**src/sacc_defs.svh**
```systemverilog
/*
 Timing counts, encodings and reset values for the converter control block.
 Assumes inclusion by bare name from src/.
*/
`ifndef SACC_DEFS_SVH
`define SACC_DEFS_SVH
`define SACC_RES_BITS        10
`define SACC_CONV_PERIODS    12
`define SACC_CHAN_RESET      6'h00
`define SACC_PREF_RESET      2'h0
`define SACC_CLKSEL_RESET    3'h0
`define SACC_CLKSEL_RC_LOW   2'h3
`define SACC_SYS_CLK_MHZ     125
`define SACC_INSTR_NS        32
`define SACC_INSTR_CYCLES    ((`SACC_INSTR_NS * `SACC_SYS_CLK_MHZ + 999) / 1000)
`define SACC_RC_HALF_DIV     8'h20
`endif

```
**src/sacc_pkg.sv**
```systemverilog
/*
 Types for the converter control block.
 Assumes nothing beyond the defs header.
*/
package sacc_pkg;
   typedef enum logic [2:0] {
      SACC_IDLE,
      SACC_RC_WAIT,
      SACC_SAMPLE,
      SACC_BITS,
      SACC_FINISH
   } sacc_state_t;
endpackage

```
**src/sacc_sync.sv**
```systemverilog
/*
 Three-stage synchroniser; a change counts once stages two and three agree.
 Assumes the input is asynchronous to clk_sys.
*/
`timescale 1ns/1ps
module sacc_sync (
   input  wire logic clk_sys,
   input  wire logic arst_n,
   input  wire logic async_in,
   output logic      sync_out
);
   logic s1;
   logic s2;
   logic s3;

   always_ff @(posedge clk_sys or negedge arst_n) begin
      if (!arst_n) begin
         s1       <= 1'b0;
         s2       <= 1'b0;
         s3       <= 1'b0;
         sync_out <= 1'b0;
      end else begin
         s1 <= async_in;
         s2 <= s1;
         s3 <= s2;
         if (s2 == s3) begin
            sync_out <= s3;
         end
      end
   end
endmodule // sacc_sync

```
**src/sacc_clkgen.sv**
```systemverilog
/*
 Conversion clock tick generator: system prescaler or local RC stand-in.
 Assumes clk_sys is the system clock; ticks are one-cycle pulses.
*/
`timescale 1ns/1ps
`include "sacc_defs.svh"
module sacc_clkgen
   import sacc_pkg::*;
#(
   parameter logic [7:0] RC_DIV = `SACC_RC_HALF_DIV
) (
   input  wire logic       clk_sys,
   input  wire logic       arst_n,
   input  wire logic       run,
   input  wire logic [2:0] conv_clock_select,
   output logic            tick
);
   logic [7:0] cnt;
   logic [7:0] limit;
   wire        use_rc = (conv_clock_select[1:0] == `SACC_CLKSEL_RC_LOW);

   // Divider ratio from the select code; x11 uses a fixed divide.
   always_comb begin
      case (conv_clock_select)
         3'h0:    limit = 8'h01;
         3'h4:    limit = 8'h03;
         3'h1:    limit = 8'h07;
         3'h5:    limit = 8'h0f;
         3'h2:    limit = 8'h1f;
         3'h6:    limit = 8'h3f;
         default: limit = RC_DIV;
      endcase
   end

   always_ff @(posedge clk_sys or negedge arst_n) begin
      if (!arst_n) begin
         cnt  <= 8'h00;
         tick <= 1'b0;
      end else if (!run) begin
         cnt  <= 8'h00;
         tick <= 1'b0;
      end else if (cnt >= limit) begin
         cnt  <= 8'h00;
         tick <= 1'b1;
      end else begin
         cnt  <= cnt + 8'h01;
         tick <= 1'b0;
      end
   end
endmodule // sacc_clkgen

```
**src/sacc_top.sv**
```systemverilog
/*
 Successive-approximation converter control: channel and reference select,
 conversion clock, start/done handshake, done flag, sleep and wake, result
 justification. Assumes the analog mux, sample-hold and comparator outside;
 comp_hi_async is the comparator verdict for the present trial code.
*/
`timescale 1ns/1ps
`include "sacc_defs.svh"
module sacc_top
   import sacc_pkg::*;
#(
   parameter int RES_BITS = `SACC_RES_BITS
) (
   input  wire logic       clk_sys,
   input  wire logic       arst_n,
   input  wire logic       module_on,
   input  wire logic       go_write,
   input  wire logic       flag_clear,
   input  wire logic [5:0] channel_select,
   input  wire logic [1:0] positive_ref_select,
   input  wire logic       negative_ref_select,
   input  wire logic [2:0] conv_clock_select,
   input  wire logic       result_justify,
   input  wire logic       conversion_irq_enable,
   input  wire logic       peripheral_irq_enable,
   input  wire logic       global_irq_enable,
   input  wire logic       sleep_mode,
   input  wire logic       comp_hi_async,
   output logic [5:0]      mux_channel,
   output logic [1:0]      pref_sel,
   output logic            nref_sel,
   output logic            analog_power,
   output logic            sample_hold,
   output logic [9:0]      trial_code,
   output logic            go_done,
   output logic            conversion_done_flag,
   output logic [7:0]      result_high,
   output logic [7:0]      result_low,
   output logic            wake_up,
   output logic            vector_isr
);
   sacc_state_t state;
   sacc_state_t next_state;
   logic [3:0]  period_cnt;
   logic [3:0]  bit_idx;
   logic [3:0]  rc_wait;
   logic [9:0]  sar;
   logic        module_on_q;
   logic        powered_down;
   logic        comp_hi;
   logic        tick;

   wire use_rc    = (conv_clock_select[1:0] == `SACC_CLKSEL_RC_LOW);
   wire run_ok    = module_on && !powered_down && !(sleep_mode && !use_rc);
   wire start_ok  = go_write && module_on_q && run_ok && state == SACC_IDLE;
   wire converting = (state != SACC_IDLE);
   wire abort     = converting && !run_ok;
   wire last_bit  = (state == SACC_BITS) && tick && bit_idx == 4'h0;
   wire finish    = (state == SACC_FINISH) && tick;
   wire wake_ok   = conversion_irq_enable && peripheral_irq_enable;
   wire tick_run  = converting && (state != SACC_RC_WAIT);
   wire [9:0] sar_next = comp_hi ? sar : (sar & ~(10'h001 << bit_idx));

   sacc_sync u_comp_sync (
      .clk_sys  (clk_sys),
      .arst_n   (arst_n),
      .async_in (comp_hi_async),
      .sync_out (comp_hi)
   );

   sacc_clkgen u_clkgen (
      .clk_sys           (clk_sys),
      .arst_n            (arst_n),
      .run               (tick_run),
      .conv_clock_select (conv_clock_select),
      .tick              (tick)
   );

   // Sequencer: 1 sample period, 10 bit periods, 1 finish period.
   always_comb begin
      next_state = state;
      case (state)
         SACC_IDLE:    if (start_ok) next_state = use_rc ? SACC_RC_WAIT : SACC_SAMPLE;
         SACC_RC_WAIT: if (rc_wait == 4'h1) next_state = SACC_SAMPLE;
         SACC_SAMPLE:  if (tick) next_state = SACC_BITS;
         SACC_BITS:    if (last_bit) next_state = SACC_FINISH;
         SACC_FINISH:  if (tick) next_state = SACC_IDLE;
         default:      next_state = SACC_IDLE;
      endcase
      if (abort) next_state = SACC_IDLE;
   end

   always_ff @(posedge clk_sys or negedge arst_n) begin
      if (!arst_n) begin
         state       <= SACC_IDLE;
         module_on_q <= 1'b0;
      end else begin
         state       <= next_state;
         module_on_q <= module_on;
      end
   end

   always_ff @(posedge clk_sys or negedge arst_n) begin
      if (!arst_n) begin
         rc_wait <= 4'h0;
      end else if (start_ok) begin
         rc_wait <= 4'(`SACC_INSTR_CYCLES);
      end else if (rc_wait != 4'h0) begin
         rc_wait <= rc_wait - 4'h1;
      end
   end

   always_ff @(posedge clk_sys or negedge arst_n) begin
      if (!arst_n) begin
         period_cnt <= 4'h0;
         bit_idx    <= 4'h9;
         sar        <= 10'h000;
      end else if (state == SACC_IDLE || state == SACC_RC_WAIT) begin
         period_cnt <= 4'h0;
         bit_idx    <= 4'h9;
         sar        <= 10'h200;
      end else if (tick) begin
         period_cnt <= period_cnt + 4'h1;
         if (state == SACC_BITS) begin
            sar <= (bit_idx == 4'h0) ? sar_next : (sar_next | (10'h001 << (bit_idx - 4'h1)));
            bit_idx <= bit_idx - 4'h1;
         end
      end
   end

   // Go bit: set by a start, cleared at completion or abort.
   always_ff @(posedge clk_sys or negedge arst_n) begin
      if (!arst_n) begin
         go_done <= 1'b0;
      end else if (start_ok) begin
         go_done <= 1'b1;
      end else if (finish || abort) begin
         go_done <= 1'b0;
      end
   end

   // Set wins over a simultaneous software clear.
   always_ff @(posedge clk_sys or negedge arst_n) begin
      if (!arst_n) begin
         conversion_done_flag <= 1'b0;
      end else if (finish) begin
         conversion_done_flag <= 1'b1;
      end else if (flag_clear) begin
         conversion_done_flag <= 1'b0;
      end
   end

   // Result registers load only at completion.
   always_ff @(posedge clk_sys or negedge arst_n) begin
      if (!arst_n) begin
         result_high <= 8'h00;
         result_low  <= 8'h00;
      end else if (finish) begin
         if (result_justify) begin
            result_high <= {6'h00, sar[9:8]};
            result_low  <= sar[7:0];
         end else begin
            result_high <= sar[9:2];
            result_low  <= {sar[1:0], 6'h00};
         end
      end
   end

   // Sleep power-down latches until the module bit is cleared or sleep ends.
   always_ff @(posedge clk_sys or negedge arst_n) begin
      if (!arst_n) begin
         powered_down <= 1'b0;
      end else if (!module_on || !sleep_mode) begin
         powered_down <= 1'b0;
      end else if (finish && use_rc && !conversion_irq_enable) begin
         powered_down <= 1'b1;
      end else if (!use_rc) begin
         powered_down <= 1'b1;
      end
   end

   // Wake and vector outputs: one-cycle events at completion.
   always_ff @(posedge clk_sys or negedge arst_n) begin
      if (!arst_n) begin
         wake_up    <= 1'b0;
         vector_isr <= 1'b0;
      end else begin
         wake_up    <= finish && wake_ok && sleep_mode;
         vector_isr <= finish && wake_ok && global_irq_enable;
      end
   end

   // Analog-side controls, all registered.
   always_ff @(posedge clk_sys or negedge arst_n) begin
      if (!arst_n) begin
         mux_channel  <= `SACC_CHAN_RESET;
         pref_sel     <= `SACC_PREF_RESET;
         nref_sel     <= 1'b0;
         analog_power <= 1'b0;
         sample_hold  <= 1'b0;
         trial_code   <= 10'h000;
      end else begin
         mux_channel  <= channel_select;
         pref_sel     <= positive_ref_select;
         nref_sel     <= negative_ref_select;
         analog_power <= run_ok;
         sample_hold  <= (state == SACC_BITS || state == SACC_FINISH);
         trial_code   <= sar;
      end
   end
endmodule // sacc_top

```
**config.mk**
```make
export PLATFORM = sky130hd
export DESIGN_NAME = sacc_top
export DESIGN_NICKNAME = d
export VERILOG_FILES = /design/src/sacc_pkg.sv /design/src/sacc_sync.sv /design/src/sacc_clkgen.sv /design/src/sacc_top.sv
export VERILOG_INCLUDE_DIRS = /design/src /design/src/src
export SDC_FILE = /design/constraint.sdc
export NUM_CORES = 1
export LEC_CHECK = 0
export BUFFER_PORTS_ARGS = -buffer_cell sky130_fd_sc_hd__buf_2
export CORE_AREA = 5 5 76 106
export DETAILED_ROUTE_END_ITERATION = 8
export DIE_AREA = 0 0 81 111
export PLACE_DENSITY = 0.75
export SETUP_SLACK_MARGIN = 0.5
export SLEW_MARGIN = 20
export SYNTH_ARGS = -nofsm -noshare
export SYNTH_HDL_FRONTEND = slang
export SYNTH_SLANG_ARGS = --single-unit
```
**constraint.sdc**
```tcl
create_clock -name clk_sys -period 1.7 [get_ports clk_sys]
set_input_delay 0.085 -clock clk_sys [delete_from_list [all_inputs] [get_ports clk_sys]]
set_output_delay 0.085 -clock clk_sys [all_outputs]
set_load 0.01 [all_outputs]
```
==> key figures <==
Floorplan
  – Die Ht: 111 µm
  – Num rows: 36
  – Core area: 0.006937 mm²
  – Die ar.: around 0.009 mm²
  – Die width: 81 µm
  – # IOs: 64
  – Initial Util: 49.24%

Clocking
  – Clock Tree Buf Depth: 2
  – Root buf cell: clkbuf_8
  – CTS tree: yes
  – CTS HTree Levels: 3
  – CTS Buf Count: 9
  – Clk_lat worst skew: 0.37 ns
  – Clock Sinks: 77
  – Clk pin slew, worst setup/hold paths: 0.08 ns

Power and ir drop
  – Internal power: 3.534 mW
  – Sw power: about 1.7 mW
  – Switch share: 32.34%
  – Flop pwr share: 41.9%
  – Leakage: 2.333 nW
  – Clock power share: 29.1%
  – Power per Cell Area: 1038 mW/mm²
  – Combinational power share: 29.0%
  – Max VDD drop: roughly 0.53 mV
  – Total power: 5.222 mW

Setup path
  – Reg2reg start: bit_idx[0]$_DFFE_PN1P_
  – Reg-to-reg endpoint: sar[9]$_DFFE_PN0P_
  – Critical Path AT: 1.94 ns
  – R2R setup slack: around 0.060 ns
  – Crit path largest cell delay: between 0.5 and 0.6 ns
  – Worst-path maximum fanout: 4
  – Slowest stage cell, crit path: dfstp_2
  – R2R cell count: 6
  – Top Family by Delay on Critical Path: flip-flops
  – CP Data Required Time: 2.00 ns
  – Buf+Inv Stages, Crit Path: 2
  – Setup crit end kind: flop
  – Crit-path cells: inv_2 > ha_4 > nor3b_4 > buf_4 > nor4_4 > a221o_1
  – Crit path kind: reg2reg
  – Startpoint types: flop

Worst hold path
  – Hold worst-path end: vector_isr$_DFF_PN0_
  – Min-Delay Startpoint: peripheral_irq_enable
  – Worst hold path type: in2reg
  – Hold path cells: 2

STA
  – Total negative slack: 0 ns
  – Minimum clock period: 1.640 ns
  – Max frequency: between 0.6 and 0.7 GHz
  – Max-slew violation total from the final report: 0
  – Final Hold Vio Count: 0
  – Final worst slack: 0.05971 ns
  – Period utilisation layout: 96.49%
  – RSZ-0062 raised after global routing: yes
  – Setup Skew: 0.008542 ns
  – Final setup violation count: 0

Synthesis
  – Post-Syn Instances: 300
  – Post-synth top flop: dfrtp_1
  – Number of synthesized register bits: 77
  – Number of synthesized flops with an enable pin: 0
  – Yosys cell types: 58
  – Syn nets: 340
  – YS warnings: 0
  – Fraction of registers with async set/reset: 100.0%
  – Register area share after synthesis: 56.48%
  – Avg Inst Size Synth: 11.39 µm²
  – Mapped Area: 0.003416 mm²

Global routing
  – Global-route wire length before repair: ~14 mm
  – Vias in the first global route: around 3,000
  – Largest net degree at the start of global routing: 41
  – GRT Util Overall: 20.88%
  – Total grt overflow: 0
  – Antenna violations before repair: 0

Cells and area
  – Final Util: 72.51%
  – Fill count: approximately 440
  – Share of cells above drive strength 1: 51.30%
  – Storage element area: 0.001934 mm²
  – Nets@finish: approximately 460
  – N_diodes: 0
  – Layout area overhead: 47.25%
  – Area occupied by multi-input gates: 0.001827 mm²

Run status
  – Outcome: complete, no violations

Detailed routing
  – Drt drc: 0
  – Routed vias/inst: 5.670
  – Drt pass-1 iters: 4
  – Vias: roughly 2,900
  – Antenna Nets Post-Route: 0
  – WL final: between 10 and 15 mm
  – Drt wl/cell: 20.69 µm
  – DRT iter0 DRCs: between 300 and 400

Placement
  – Port buffer count: between 60 and 70
  – Pre-CTS setup slack: 0.02068 ns
  – Gpl congestion: 0.8414
  – Post-DP HPWL: ~5 mm

Flow run
  – Maxcap violations: 0
## final cells by class
class,instances,area share (%)
tap,95,2.363
inverter,11,0.8706
clock buffer,10,2.736
multi-input combinational,201,36.32
timing repair buffer,119,17.76
sequential,77,38.46
clock inverter,5,1.493
## flip-flops by register name (all words and copies together) (netlist names), 2 cells and up
| signal | count |
|---|---|
| rc_wait | 4 |
| result_low | 8 |
| sar | 10 |
| u_clkgen.cnt | 8 |
| state | 3 |
| trial_code | 10 |
| pref_sel | 2 |
| mux_channel | 6 |
| result_high | 8 |
| bit_idx | 4 |
## synth_stat cells (3+ instances only)
master / n / area [µm²]
nor3_1: 10 / 50.05
xnor2_1: 4 / 35.03
dfrtp_1: 75 / 1877
ha_1: 17 / 212.7
and3_1: 6 / 37.54
o21ai_1: 4 / 20.02
nand2b_1: 9 / 56.30
or3_1: 3 / 18.77
inv_1: 10 / 37.54
nor2b_1: 4 / 25.02
a21oi_1: 8 / 40.04
a32o_1: 5 / 50.05
xor2_1: 5 / 43.79
nor2_1: 11 / 41.29
o21ai_0: 18 / 90.09
nand3_1: 18 / 90.09
nand2_1: 36 / 135.1
buf_2: 5 / 25.02
mux2i_1: 4 / 40.04
## how the worst max path moves through the flow
stage                                    startpoint                   endpoint  slack [ns]  cells after the start
final                        bit_idx[0]$_DFFE_PN1P_         sar[9]$_DFFE_PN0P_        0.06                      6
after floorplan              bit_idx[0]$_DFFE_PN1P_         sar[9]$_DFFE_PN0P_        0.15                      6
after global routing         bit_idx[0]$_DFFE_PN1P_         sar[7]$_DFFE_PN0P_        0.03                      6
after detailed placement       conv_clock_select[1]  u_clkgen.cnt[0]$_DFF_PN0_        0.02                      8
after global placement         conv_clock_select[0]    u_clkgen.tick$_DFF_PN0_        0.08                      7
after CTS                 u_clkgen.cnt[5]$_DFF_PN0_    u_clkgen.tick$_DFF_PN0_        0.08                      5
## through the flow
stage                     std cells  instance area [µm²]  hold slack (ns)
after floorplan                 300                 3498          -0.2106
after global placement          462                 3989          0.07021
after detailed placement        462                 3989          0.08195
after CTS                       510                 4768         0.005714
after global routing            518                 5030          0.02350
final                           518                 5030          0.02264
## layer usage
layer,routed length [µm],GRT usage [%]
met4,525,7.441
met2,5786,36.86
met1,3767,23.40
met3,640,5.772
met5,0,0
## placed cells by master, fill, tap and decap left out, types with 3 or more instances in the layout
| master | n |
|---|---|
| dfrtp_1 | 71 |
| buf_2 | 62 |
| buf_4 | 31 |
| nand3_1 | 15 |
| nand2_1 | 15 |
| nand2_4 | 14 |
| dlygate4sd3_1 | 14 |
| o21ai_2 | 11 |
| ha_1 | 10 |
| clkbuf_8 | 10 |
| nand2b_1 | 8 |
| nor2_1 | 8 |
| nor3_2 | 8 |
| nand2_2 | 8 |
| inv_1 | 6 |
| a21oi_1 | 6 |
| buf_6 | 6 |
| o21ai_1 | 5 |
| xor2_1 | 5 |
| o21ai_0 | 5 |
| a32o_1 | 5 |
| inv_2 | 4 |
| and3_4 | 4 |
| mux2i_1 | 4 |
| ha_4 | 4 |
| dfrtp_2 | 4 |
| nor2b_1 | 3 |
| and3_1 | 3 |
| nor3_1 | 3 |
| nand3_2 | 3 |
| ha_2 | 3 |
| clkinv_2 | 3 |
| buf_16 | 3 |
| buf_12 | 3 |
## what timing repair did
item	in CTS	in global routing
cloned	3	0
endpoints found under the hold margin	49	0
hold buffers	14	0
buffers inserted	16	8
gates resized for setup	68	45
endpoints found under the setup margin	50	50
pin swaps	35	13
## worst reg2reg max path: stages (launching register included)
cell and delay (ns):
dfstp_2 0.58, inv_2 0.07, ha_4 0.17, nor3b_4 0.17
buf_4 0.15, nor4_4 0.25, a221o_1 0.19
## power by group through the flow
stage / Sequential [mW] / Combinational (mW) / Clock [mW]
floorplan: 2.12 / 0.729 / 0
global placement: 2.17 / 0.967 / 0
detailed placement: 2.18 / 1.01 / 0
CTS: 2.14 / 1.26 / 1.53
global route: 2.20 / 1.61 / 1.61
finish: 2.19 / 1.52 / 1.52
## logic make-up after synthesis
| kind of cell | synth area share (%) |
|---|---|
| AO/OA/AOI/OAI | 11.65 |
| AND/OR/NAND/NOR | 18.61 |
| adder cells (fa/ha/maj) | 6.520 |
| flip-flops | 56.48 |
| XOR/XNOR | 2.308 |
| other | 0.1098 |
| buffers and inverters | 3.150 |
| multiplexers | 1.172 |
Power figures use the tool's default switching activity.
